**src/backplane_ctrl_pkg.sv**
```systemverilog
// Purpose: Shared constants for the backplane channel control registers.
// Assumes: APB register words, one register per aligned word, byte address = 4 * index.
// Notes: Channel numbering is a0..a3 = 0..3 and b0..b3 = 4..7.
package backplane_ctrl_pkg;

    localparam int NUM_CH = 8;
    localparam int BYTE_W = 8;
    localparam int LVL_W = 5;
    localparam int CNT_W = 4;
    localparam int IDX_W = 20;

    ////////////////////////////////////////////////////////////////////////////////
    // Register indices.
    localparam logic [IDX_W-1:0] IDX_PAIR_SEL = 20'h3_0009;
    localparam logic [IDX_W-1:0] IDX_MIN_THR = 20'h3_000a;
    localparam logic [IDX_W-1:0] IDX_MAX_THR = 20'h3_000b;
    localparam logic [IDX_W-1:0] IDX_CTRL = 20'h3_000c;
    localparam logic [IDX_W-1:0] IDX_FB1_VAL = 20'h3_000d;
    localparam logic [IDX_W-1:0] IDX_FB2_VAL = 20'h3_000e;
    localparam logic [IDX_W-1:0] IDX_INS_CMD = 20'h3_0040;
    localparam logic [IDX_W-1:0] IDX_ALM_STATUS = 20'h3_0041;
    localparam logic [IDX_W-1:0] IDX_ALM_LATCH_EN = 20'h3_0042;
    localparam logic [IDX_W-1:0] IDX_IRQ_MASK = 20'h3_0043;

    ////////////////////////////////////////////////////////////////////////////////
    // Values after reset.
    localparam logic [7:0] RST_PAIR_SEL = 8'hff;
    localparam logic [7:0] RST_MIN_THR = 8'h40;
    localparam logic [7:0] RST_MAX_THR = 8'ha8;
    localparam logic [7:0] RST_CTRL = 8'h60;
    localparam logic [7:0] RST_ZERO = 8'h00;

    ////////////////////////////////////////////////////////////////////////////////
    // Field positions.
    localparam int SEL_TOH_A01 = 0;
    localparam int SEL_TOH_A23 = 1;
    localparam int SEL_PAR_A01 = 2;
    localparam int SEL_PAR_A23 = 3;
    localparam int SEL_TOH_B01 = 4;
    localparam int SEL_TOH_B23 = 5;
    localparam int SEL_PAR_B01 = 6;
    localparam int SEL_PAR_B23 = 7;
    localparam int THR_MSB = 4;
    localparam int CNT_MSB = 3;
    localparam int CTRL_LOOPBACK = 4;
    localparam int CTRL_PARITY = 5;
    localparam int CTRL_SCRAMBLE = 6;

    typedef enum logic [0:0] {
        APB_IDLE = 1'b0,
        APB_ANSWER = 1'b1
    } apb_state_e;

endpackage

```
**src/backplane_channel_control_regs.sv**
```systemverilog
// Purpose: Control registers of an eight-channel backplane transceiver core.
// Assumes: APB slave with 32-bit data, registers in the low byte, inputs synchronous to pclk.
// Notes: Every access takes one wait state; threshold alarms raise a level interrupt.
// Summary of operation
// - Pair-select bit 4 clear puts channel_b1 overhead on the channel_b0 serial output, set keeps its own, reset 1.
// - Pair-select bit 3 clear puts channel a3 parallel data on the channel_a2 output, set keeps its own, reset 1.
// - Pair-select bit 5 clear puts channel_b3 overhead on the channel_b2 serial output, set keeps its own, reset 1.
// - Pair-select bit 6 clear puts channel_b1 parallel data on the channel_b0 output, set keeps its own, reset 1.
// - Pair-select bit 7 clear puts channel_b3 parallel data on the channel_b2 output, set keeps its own, reset 1.
// - A channel whose alignment FIFO level falls below the minimum raises its alarm, latched when enabled.
// - The minimum threshold is one 5-bit field, msb at bit 4, shared by all channels; software keeps it in 1 to 23.
// - While a channel's insert command is active, its two framing bytes are replaced by the programmed values.
// - A 4-bit count, msb at bit 3, reset 0, sets how many consecutive frames are corrupted.
// - Loopback bit 4 set returns the recovered receive data to the transmit serializer; reset 0.
// - Bit 6 set enables receive descrambling and transmit scrambling; reset 1.
// - Two 8-bit registers hold the first_framing_byte and second_framing_byte substitutes, reset 0.
`timescale 1ns/1ps
module backplane_channel_control_regs (
    input wire logic pclk,
    input wire logic presetn,
    input wire logic psel,
    input wire logic penable,
    input wire logic pwrite,
    input wire logic [31:0] paddr,
    input wire logic [31:0] pwdata,
    input wire logic [3:0] pstrb,
    output logic [31:0] prdata,
    output logic pready,
    output logic pslverr,
    output logic irq,
    input wire logic [39:0] fifo_level,
    output logic [7:0] threshold_alarm,
    input wire logic [7:0] toh_in,
    output logic [7:0] toh_out,
    input wire logic [63:0] par_in,
    output logic [63:0] par_out,
    output logic [7:0] par_parity,
    input wire logic [63:0] tx_data_in,
    input wire logic [7:0] tx_frame_start,
    input wire logic [7:0] tx_first_fb,
    input wire logic [7:0] tx_second_fb,
    output logic [63:0] tx_data_out,
    output logic loopback_en,
    output logic scramble_en,
    output logic parity_even
);

    ////////////////////////////////////////////////////////////////////////////////
    // APB slave.
    backplane_ctrl_pkg::apb_state_e state_q;
    logic [19:0] idx;
    logic addr_ok;
    logic hit_sel, hit_min, hit_max, hit_ctrl, hit_fb1, hit_fb2;
    logic hit_cmd, hit_sts, hit_len, hit_msk;
    logic mapped;
    logic wr_en;
    logic [7:0] rd_val;
    logic [7:0] pair_sel_q, min_thr_q, max_thr_q, ctrl_q, fb1_q, fb2_q;
    logic [7:0] status_q, latch_en_q, irq_mask_q;
    logic [7:0] alarm_q;
    logic [7:0] ins_busy;
    logic [7:0] arm;
    logic [7:0] set_v;
    logic pready_q, pslverr_q, irq_q;
    logic [31:0] prdata_q;

    assign idx = paddr[21:2];
    assign addr_ok = (paddr[31:22] == 10'h000) && (paddr[1:0] == 2'h0);
    assign hit_sel = addr_ok && (idx == backplane_ctrl_pkg::IDX_PAIR_SEL);
    assign hit_min = addr_ok && (idx == backplane_ctrl_pkg::IDX_MIN_THR);
    assign hit_max = addr_ok && (idx == backplane_ctrl_pkg::IDX_MAX_THR);
    assign hit_ctrl = addr_ok && (idx == backplane_ctrl_pkg::IDX_CTRL);
    assign hit_fb1 = addr_ok && (idx == backplane_ctrl_pkg::IDX_FB1_VAL);
    assign hit_fb2 = addr_ok && (idx == backplane_ctrl_pkg::IDX_FB2_VAL);
    assign hit_cmd = addr_ok && (idx == backplane_ctrl_pkg::IDX_INS_CMD);
    assign hit_sts = addr_ok && (idx == backplane_ctrl_pkg::IDX_ALM_STATUS);
    assign hit_len = addr_ok && (idx == backplane_ctrl_pkg::IDX_ALM_LATCH_EN);
    assign hit_msk = addr_ok && (idx == backplane_ctrl_pkg::IDX_IRQ_MASK);
    assign mapped = hit_sel | hit_min | hit_max | hit_ctrl | hit_fb1 | hit_fb2 |
                    hit_cmd | hit_sts | hit_len | hit_msk;
    // A write lands only on the edge where the master sees pready, and only on lane 0.
    assign wr_en = psel && penable && pwrite && pready_q && mapped && pstrb[0];

    always_comb begin
        rd_val = 8'h00;
        if (hit_sel) rd_val = pair_sel_q;
        if (hit_min) rd_val = min_thr_q;
        if (hit_max) rd_val = max_thr_q;
        if (hit_ctrl) rd_val = ctrl_q;
        if (hit_fb1) rd_val = fb1_q;
        if (hit_fb2) rd_val = fb2_q;
        if (hit_cmd) rd_val = ins_busy;
        if (hit_sts) rd_val = status_q;
        if (hit_len) rd_val = latch_en_q;
        if (hit_msk) rd_val = irq_mask_q;
    end

    // The wait state keeps every output a flop at the cost of one cycle per access.
    always_ff @(posedge pclk or negedge presetn) begin
        if (!presetn) begin
            state_q <= backplane_ctrl_pkg::APB_IDLE;
            pready_q <= 1'b0;
            pslverr_q <= 1'b0;
            prdata_q <= 32'h0000_0000;
        end else begin
            unique case (state_q)
                backplane_ctrl_pkg::APB_IDLE: begin
                    pready_q <= 1'b0;
                    pslverr_q <= 1'b0;
                    if (psel && penable) begin
                        state_q <= backplane_ctrl_pkg::APB_ANSWER;
                        pready_q <= 1'b1;
                        pslverr_q <= !mapped;
                        prdata_q <= {24'h00_0000, pwrite ? 8'h00 : rd_val};
                    end
                end
                backplane_ctrl_pkg::APB_ANSWER: begin
                    state_q <= backplane_ctrl_pkg::APB_IDLE;
                    pready_q <= 1'b0;
                    pslverr_q <= 1'b0;
                end
            endcase
        end
    end

    assign prdata = prdata_q;
    assign pready = pready_q;
    assign pslverr = pslverr_q;

    ////////////////////////////////////////////////////////////////////////////////
    // Configuration registers.
    always_ff @(posedge pclk or negedge presetn) begin
        if (!presetn) begin
            pair_sel_q <= backplane_ctrl_pkg::RST_PAIR_SEL;
            min_thr_q <= backplane_ctrl_pkg::RST_MIN_THR;
            max_thr_q <= backplane_ctrl_pkg::RST_MAX_THR;
            ctrl_q <= backplane_ctrl_pkg::RST_CTRL;
            fb1_q <= backplane_ctrl_pkg::RST_ZERO;
            fb2_q <= backplane_ctrl_pkg::RST_ZERO;
            latch_en_q <= backplane_ctrl_pkg::RST_ZERO;
            irq_mask_q <= backplane_ctrl_pkg::RST_ZERO;
        end else if (wr_en) begin
            if (hit_sel) pair_sel_q <= pwdata[7:0];
            if (hit_min) min_thr_q <= pwdata[7:0];
            if (hit_max) max_thr_q <= pwdata[7:0];
            if (hit_ctrl) ctrl_q <= pwdata[7:0];
            if (hit_fb1) fb1_q <= pwdata[7:0];
            if (hit_fb2) fb2_q <= pwdata[7:0];
            if (hit_len) latch_en_q <= pwdata[7:0];
            if (hit_msk) irq_mask_q <= pwdata[7:0];
        end
    end

    assign loopback_en = ctrl_q[backplane_ctrl_pkg::CTRL_LOOPBACK];
    assign parity_even = ctrl_q[backplane_ctrl_pkg::CTRL_PARITY];
    assign scramble_en = ctrl_q[backplane_ctrl_pkg::CTRL_SCRAMBLE];

    ////////////////////////////////////////////////////////////////////////////////
    // Threshold alarms, sticky status and interrupt.
    // Software keeps min in 1..23 and max in 0..22; out of range values are compared as is.
    genvar c;
    generate
        for (c = 0; c < backplane_ctrl_pkg::NUM_CH; c++) begin : g_thr
            logic [4:0] lvl;
            assign lvl = fifo_level[c*5 +: 5];
            always_ff @(posedge pclk or negedge presetn) begin
                if (!presetn) begin
                    alarm_q[c] <= 1'b0;
                end else begin
                    alarm_q[c] <= (lvl < min_thr_q[backplane_ctrl_pkg::THR_MSB:0]) ||
                                  (lvl > max_thr_q[backplane_ctrl_pkg::THR_MSB:0]);
                end
            end
        end
    endgenerate

    assign threshold_alarm = alarm_q;
    assign set_v = alarm_q & latch_en_q;

    // A new alarm in the cycle of a write-one-to-clear keeps the bit set.
    always_ff @(posedge pclk or negedge presetn) begin
        if (!presetn) begin
            status_q <= 8'h00;
        end else begin
            status_q <= (status_q & ~((wr_en && hit_sts) ? pwdata[7:0] : 8'h00)) | set_v;
        end
    end

    always_ff @(posedge pclk or negedge presetn) begin
        if (!presetn) begin
            irq_q <= 1'b0;
        end else begin
            irq_q <= |(status_q & irq_mask_q);
        end
    end

    assign irq = irq_q;

    ////////////////////////////////////////////////////////////////////////////////
    // Framing-byte error insertion and output steering.
    assign arm = (wr_en && hit_cmd) ? pwdata[7:0] : 8'h00;

    generate
        for (c = 0; c < backplane_ctrl_pkg::NUM_CH; c++) begin : g_ins
            fb_error_insert u_ins (
                .pclk(pclk),
                .presetn(presetn),
                .arm(arm[c]),
                .count(ctrl_q[backplane_ctrl_pkg::CNT_MSB:0]),
                .fb1_val(fb1_q),
                .fb2_val(fb2_q),
                .data_in(tx_data_in[c*8 +: 8]),
                .frame_start(tx_frame_start[c]),
                .first_fb(tx_first_fb[c]),
                .second_fb(tx_second_fb[c]),
                .data_out_q(tx_data_out[c*8 +: 8]),
                .busy(ins_busy[c])
            );
        end
    endgenerate

    pair_output_select u_sel (
        .pclk(pclk),
        .presetn(presetn),
        .sel(pair_sel_q),
        .parity_even(parity_even),
        .toh_in(toh_in),
        .par_in(par_in),
        .toh_out_q(toh_out),
        .par_out_q(par_out),
        .par_parity_q(par_parity)
    );

    ////////////////////////////////////////////////////////////////////////////////
    // Assertions.
    apb_wait_a: assert property (@(posedge pclk) disable iff (!presetn)
        (psel && penable && !pready_q) |=> pready_q ##1 !pready_q)
        else $error("APB access not answered after one wait state");

    unmapped_err_a: assert property (@(posedge pclk) disable iff (!presetn)
        (psel && penable && !pready_q && !mapped) |=> (pready_q && pslverr_q))
        else $error("Unmapped access not flagged");

    ctrl_write_a: assert property (@(posedge pclk) disable iff (!presetn)
        (wr_en && hit_ctrl) |=> (ctrl_q == $past(pwdata[7:0]) && loopback_en == $past(pwdata[4])))
        else $error("Control write not taken");

    toh_steer_a: assert property (@(posedge pclk) disable iff (!presetn)
        !pair_sel_q[backplane_ctrl_pkg::SEL_TOH_B01] |=> (toh_out[4] == $past(toh_in[5])))
        else $error("Overhead of b1 not steered onto b0");

    par_steer_a: assert property (@(posedge pclk) disable iff (!presetn)
        pair_sel_q[backplane_ctrl_pkg::SEL_PAR_A23] |=> (par_out[23:16] == $past(par_in[23:16])))
        else $error("Channel a2 lost its own data");

    par_b23_a: assert property (@(posedge pclk) disable iff (!presetn)
        !pair_sel_q[backplane_ctrl_pkg::SEL_PAR_B23] |=> (par_out[55:48] == $past(par_in[63:56])))
        else $error("Data of b3 not steered onto b2");

    // Only the even channels can be steered; the odd ones always pass straight through.
    toh_b23_a: assert property (@(posedge pclk) disable iff (!presetn)
        !pair_sel_q[backplane_ctrl_pkg::SEL_TOH_B23] |=> (toh_out[6] == $past(toh_in[7])))
        else $error("Overhead of b3 not steered onto b2");

    par_b01_a: assert property (@(posedge pclk) disable iff (!presetn)
        !pair_sel_q[backplane_ctrl_pkg::SEL_PAR_B01] |=> (par_out[39:32] == $past(par_in[47:40])))
        else $error("Data of b1 not steered onto b0");

    parity_sense_a: assert property (@(posedge pclk) disable iff (!presetn)
        ##1 ((^{par_out[7:0], par_parity[0]}) == !$past(parity_even)))
        else $error("Parallel parity sense wrong");

    min_alarm_a: assert property (@(posedge pclk) disable iff (!presetn)
        (fifo_level[4:0] < min_thr_q[4:0]) |=> threshold_alarm[0])
        else $error("Minimum threshold alarm missing");

    max_alarm_a: assert property (@(posedge pclk) disable iff (!presetn)
        (fifo_level[39:35] > max_thr_q[4:0]) |=> threshold_alarm[7])
        else $error("Maximum threshold alarm missing");

    sticky_set_a: assert property (@(posedge pclk) disable iff (!presetn)
        (set_v != 8'h00) |=> ((status_q & $past(set_v)) == $past(set_v)))
        else $error("Alarm event lost against a clear");

    irq_level_a: assert property (@(posedge pclk) disable iff (!presetn)
        (|(status_q & irq_mask_q)) |=> irq)
        else $error("Interrupt not raised");

    arm_busy_a: assert property (@(posedge pclk) disable iff (!presetn)
        (arm[0] && ctrl_q[3:0] != 4'h0) |=> ins_busy[0])
        else $error("Insert command did not start");

    cover_write_c: cover property (@(posedge pclk) disable iff (!presetn) wr_en && hit_sel);
    cover_alarm_c: cover property (@(posedge pclk) disable iff (!presetn) $rose(irq));
    cover_odd_c: cover property (@(posedge pclk) disable iff (!presetn) !parity_even);
    cover_strobe_c: cover property (@(posedge pclk) disable iff (!presetn)
        psel && penable && pready_q && pwrite && !pstrb[0]);
    cover_insert_c: cover property (@(posedge pclk) disable iff (!presetn)
        ins_busy[0] && tx_first_fb[0]);

endmodule

```
**src/fb_error_insert.sv**
```systemverilog
// Purpose: Per-channel framing-byte corruption on the transmit byte stream.
// Assumes: frame_start marks the first framing byte of each frame.
// Notes: The output byte is registered, so the stream is delayed by one cycle.
`timescale 1ns/1ps
module fb_error_insert (
    input wire logic pclk,
    input wire logic presetn,
    input wire logic arm,
    input wire logic [3:0] count,
    input wire logic [7:0] fb1_val,
    input wire logic [7:0] fb2_val,
    input wire logic [7:0] data_in,
    input wire logic frame_start,
    input wire logic first_fb,
    input wire logic second_fb,
    output logic [7:0] data_out_q,
    output logic busy
);

    logic [3:0] remaining_q;
    logic corrupt_q;
    logic corrupt_now;

    // The frame decision is taken on the frame's own first byte, so it must be combinational.
    assign corrupt_now = frame_start ? (remaining_q != 4'h0) : corrupt_q;
    assign busy = (remaining_q != 4'h0) || corrupt_q;

    always_ff @(posedge pclk or negedge presetn) begin
        if (!presetn) begin
            remaining_q <= 4'h0;
            corrupt_q <= 1'b0;
        end else if (arm) begin
            remaining_q <= count;
            corrupt_q <= 1'b0;
        end else if (frame_start) begin
            corrupt_q <= (remaining_q != 4'h0);
            if (remaining_q != 4'h0) begin
                remaining_q <= remaining_q - 4'h1;
            end
        end
    end

    always_ff @(posedge pclk or negedge presetn) begin
        if (!presetn) begin
            data_out_q <= 8'h00;
        end else if (corrupt_now && first_fb) begin
            data_out_q <= fb1_val;
        end else if (corrupt_now && second_fb) begin
            data_out_q <= fb2_val;
        end else begin
            data_out_q <= data_in;
        end
    end

endmodule

```
**src/pair_output_select.sv**
```systemverilog
// Purpose: Pair steering of overhead serial and parallel data outputs, with parity.
// Assumes: Channels 0, 2, 4 and 6 may take the next channel's stream.
// Notes: All outputs are registered; one cycle of latency from input to output.
`timescale 1ns/1ps
module pair_output_select (
    input wire logic pclk,
    input wire logic presetn,
    input wire logic [7:0] sel,
    input wire logic parity_even,
    input wire logic [7:0] toh_in,
    input wire logic [63:0] par_in,
    output logic [7:0] toh_out_q,
    output logic [63:0] par_out_q,
    output logic [7:0] par_parity_q
);

    genvar i;
    generate
        for (i = 0; i < backplane_ctrl_pkg::NUM_CH; i++) begin : g_ch
            localparam int TOH_BIT = (i == 0) ? backplane_ctrl_pkg::SEL_TOH_A01 :
                                     (i == 2) ? backplane_ctrl_pkg::SEL_TOH_A23 :
                                     (i == 4) ? backplane_ctrl_pkg::SEL_TOH_B01 :
                                     backplane_ctrl_pkg::SEL_TOH_B23;
            localparam int PAR_BIT = (i == 0) ? backplane_ctrl_pkg::SEL_PAR_A01 :
                                     (i == 2) ? backplane_ctrl_pkg::SEL_PAR_A23 :
                                     (i == 4) ? backplane_ctrl_pkg::SEL_PAR_B01 :
                                     backplane_ctrl_pkg::SEL_PAR_B23;
            logic toh_src;
            logic [7:0] par_src;
            if (i % 2 == 0) begin : g_pair
                assign toh_src = sel[TOH_BIT] ? toh_in[i] : toh_in[i+1];
                assign par_src = sel[PAR_BIT] ? par_in[i*8 +: 8] : par_in[(i+1)*8 +: 8];
            end else begin : g_own
                assign toh_src = toh_in[i];
                assign par_src = par_in[i*8 +: 8];
            end
            always_ff @(posedge pclk or negedge presetn) begin
                if (!presetn) begin
                    toh_out_q[i] <= 1'b0;
                    par_out_q[i*8 +: 8] <= 8'h00;
                    par_parity_q[i] <= 1'b0;
                end else begin
                    toh_out_q[i] <= toh_src;
                    par_out_q[i*8 +: 8] <= par_src;
                    par_parity_q[i] <= parity_even ? (^par_src) : ~(^par_src);
                end
            end
        end
    endgenerate

endmodule

```
**config.mk**
```make
export PLATFORM = sky130hd
export DESIGN_NAME = backplane_channel_control_regs
export DESIGN_NICKNAME = d
export VERILOG_FILES = /design/src/backplane_ctrl_pkg.sv /design/src/backplane_channel_control_regs.sv /design/src/fb_error_insert.sv /design/src/pair_output_select.sv
export SDC_FILE = /design/constraint.sdc
export NUM_CORES = 1
export LEC_CHECK = 0
export ABC_CLOCK_PERIOD_IN_PS = 2100
export BUFFER_PORTS_ARGS = -buffer_cell sky130_fd_sc_hd__clkbuf_2
export CAP_MARGIN = 25
export CORE_AREA = 2 2 184 186
export CTS_CLUSTER_SIZE = 8
export DETAILED_ROUTE_END_ITERATION = 12
export DIE_AREA = 0 0 186 188
export PLACE_DENSITY = 0.73
export SYNTH_ARGS = -nofsm -noshare
export SYNTH_HDL_FRONTEND = slang
export SYNTH_SLANG_ARGS = --single-unit
```
**constraint.sdc**
```tcl
create_clock -name pclk -period 2.1 [get_ports pclk]
set_clock_uncertainty 0.05 [all_clocks]
set_input_delay 0.21 -clock pclk [delete_from_list [all_inputs] [get_ports pclk]]
set_output_delay 0.21 -clock pclk [all_outputs]
set_load 0.1 [all_outputs]
```
==> summary.txt <==
Outcome: complete, but fails checks
Violated checks: setup timing
Layout cells sized above 1: 0.367
Nets@finish: 2,308
Die H: 188 um
Clk pin slew, worst setup/hold paths: 50 ps
Netlist cell types: 54
WS Path Type: flop to flop
Final setup fails: 1
P&R area growth vs syn: 42.2%
Critical path launch point type: flop
Pin count of the biggest net entering global routing: 60
R2r endpoint: g_ins[6].u_ins.data_out_q[6]$_DFF_PN0_
Hold WS: 16.1 ps
Vias in the first global route: 13,500
Hold Path Depth: 3
Pwr dens: 973 nW/um^2
Placed cell area: 17,500 sq um
Fin cells: 2,440
Vias: 13,100
# rows: 67
Clock sink total: 275
Leading cell type in the layout, fill and taps excluded: clkbuf_2
Design Area, Final: 20,400 sq um
Hold Path Sink: threshold_alarm[5]$_DFF_PN0_
IO buf count: 411
Reg2reg path depth: 9
Reg2Reg Setup Slack: -520 ps
Die ar.: 35,000 sq um
Post-DRT Antenna Nets: 0
Worst slew margin: 0.422
Num ports: 463
Synthesized flop and latch total: 275
Final period util: 1.25
CTS tree: built
Worst Path Arrival: 2930 ps
Gate Count Post-Synth: 1,329
Worst-path fanout max: 8
Fin. max-slew vios: 0
Initial drt markers: 873
CTS root buf: clkbuf_16
CP endpoint kind: flop
Worst vdd ir: 704 uV
Die W: 186 um
DRC viols: 0
Routed vias/inst: 5.38
Starting Density: 0.433
Clock Path Buffers: 3
Final wirelength: 52.4 mm
Mapped cell area: 14,300 sq um
H-tree depth: 2
RSZ-0062 raised after global routing: true
Hold Crit Start: fifo_level[29]
Seq/Total Area, Yosys: 0.481
Pleak: 10.1 nW
Least-Margin Pin Slew: 867 ps
First-pass GRT wire length: 78.4 mm
Final hold violation count: 0
Clk_lat worst skew: 540 ps
Yosys warns: 0
DP Wirelength: 35.6 mm
Post-synth ARST share: 1.00
Setup ws final: -524 ps
CTS Buf Count: 40
Routability cong.: 0.955
Remaining global-route overflow: 0
Worst r2r src: g_ins[6].u_ins.remaining_q[0]$_DFFE_PN0P_
Initial antenna violation count: 9
Max-cap violations: 0
Fmax: 0.381 GHz
Min Tclk post-route: 2620 ps
Most frequent cells in the layout: clkbuf_2 (409), dfrtp_1 (260), dlygate4sd3_1 (138)
CP Data Required Time: 2400 ps
Ys flop type: dfrtp_1
WL per Instance: 21.5 um
Post-Place Cells: 2,218
Worst min-delay path category: primary input to flop
Top flop regs: g_ins.u_ins.data_out_q: 64 flops, u_sel.par_out_q: 64 flops, g_ins.u_ins.remaining_q: 32 flops
GRT Overall Usage: 0.297
TritonRoute pass-1 iters: 6
Avg Cell Area, Syn: 10.8 sq um
Core Area: 33,100 sq um
EDFF count, synth: 0
worst max-delay path by stage:
stage	from	end	slack [ps]
2_1_floorplan	pready$_DFF_PN0_	irq_mask_q[0]$_DFFE_PN0P_	-150
3_3_place_gp	paddr[20]	ctrl_q[4]$_DFFE_PN0P_	-230
3_5_place_dp	paddr[21]	ctrl_q[4]$_DFFE_PN0P_	-290
4_1_cts	g_ins[4].u_ins.remaining_q[0]$_DFFE_PN0P_	prdata[4]$_DFFE_PN0P_	-20
5_1_grt	g_ins[6].u_ins.remaining_q[0]$_DFFE_PN0P_	g_ins[6].u_ins.data_out_q[6]$_DFF_PN0_	-690
6_report	g_ins[6].u_ins.remaining_q[0]$_DFFE_PN0P_	g_ins[6].u_ins.data_out_q[6]$_DFF_PN0_	-520
power by group:
| group | internal (mW) | leakage [nW] | switching, mW |
|---|---|---|---|
| combinational | 2.10 | 6.09 | 5.16 |
| sequential | 6.05 | 3.41 | 0.423 |
| clock | 3.71 | 0.563 | 2.41 |
| total | 11.9 | 10.1 | 8.00 |
metal layers:
metal / up-vias / share of wire / global-route usage
li1: 5882 / - / -
met1: 6263 / 0.38 / 0.345
met4: 6 / 0.063 / 0.175
met2: 741 / 0.47 / 0.473
met5: - / 0.00082 / 0
met3: 229 / 0.093 / 0.104
critical path, cell delays in order (launching register included):
cell and delay [ps]:
dfrtp_1 390, inv_1 100, ha_1 180, or3b_4 390, nand2_2 90, o21ai_2 80, nand2_1 110, buf_12 150
mux2i_2 130, a21oi_1 760
synthesized netlist by cell type, types with 9 or more instances:
| cell type | number | share of area |
|---|---|---|
| nand2b_1 | 20 | 0.0087 |
| dfrtp_1 | 261 | 0.46 |
| a22oi_1 | 9 | 0.0047 |
| nor2b_1 | 27 | 0.012 |
| o21a_1 | 9 | 0.0047 |
| xor2_1 | 16 | 0.0098 |
| buf_1 | 12 | 0.0031 |
| a22o_1 | 13 | 0.0079 |
| o211ai_1 | 11 | 0.0058 |
| xnor2_1 | 48 | 0.029 |
| clkbuf_1 | 46 | 0.012 |
| nor2_1 | 105 | 0.027 |
| inv_1 | 39 | 0.010 |
| ha_1 | 80 | 0.070 |
| nor3b_1 | 11 | 0.0058 |
| nand2_1 | 103 | 0.027 |
| buf_4 | 25 | 0.013 |
| mux2_1 | 13 | 0.010 |
| nor4_1 | 16 | 0.0070 |
| mux2i_1 | 78 | 0.054 |
| mux2_2 | 90 | 0.071 |
| nand3_1 | 13 | 0.0045 |
| a21o_1 | 16 | 0.0084 |
| o21ai_0 | 52 | 0.018 |
| o22ai_1 | 11 | 0.0048 |
| dfstp_2 | 14 | 0.026 |
| a21oi_1 | 112 | 0.039 |
stage by stage:
| stage | utilization | setup TNS, ps | setup slack, ps | total power, mW |
|---|---|---|---|---|
| final | 0.616 | -524 | -524 | 19.9 |
| after global routing | 0.616 | -1260 | -688 | 20.7 |
| after CTS | 0.608 | -77.7 | -18.0 | 19.6 |
| after detailed placement | 0.529 | -20690 | -295 | 13.3 |
| after global placement | 0.529 | -14450 | -230 | 13.1 |
| after floorplan | - | -5050 | -149 | 11.5 |
cells by family after synthesis:
logic type,Yosys count,synth area share
xor+xnor,72,0.0516
compound gates,250,0.103
simple gates,344,0.119
other cells,1,0.000261
buf+inv,126,0.0399
flops,275,0.481
fa+ha+maj,80,0.0698
mux,181,0.135
final cells by class:
class	count	area, sq um
diodes	6	15.0
fillers	2555	12700
clock inverters	4	75.1
repair buffers	648	4370
clock buffers	69	1110
multi-input cells	951	7220
flip-flops and latches	275	6900
well taps	448	561
inverters	39	146
repair_timing:
action	4_1_cts	5_1_grt
resized for setup	14	54
gates cloned	0	1
hold buffers	137	1
setup buffers	1	4
pin swaps	6	5
endpoints found under the hold margin	187	1
endpoints found under the setup margin	56	116
Power figures use the tool's default switching activity.
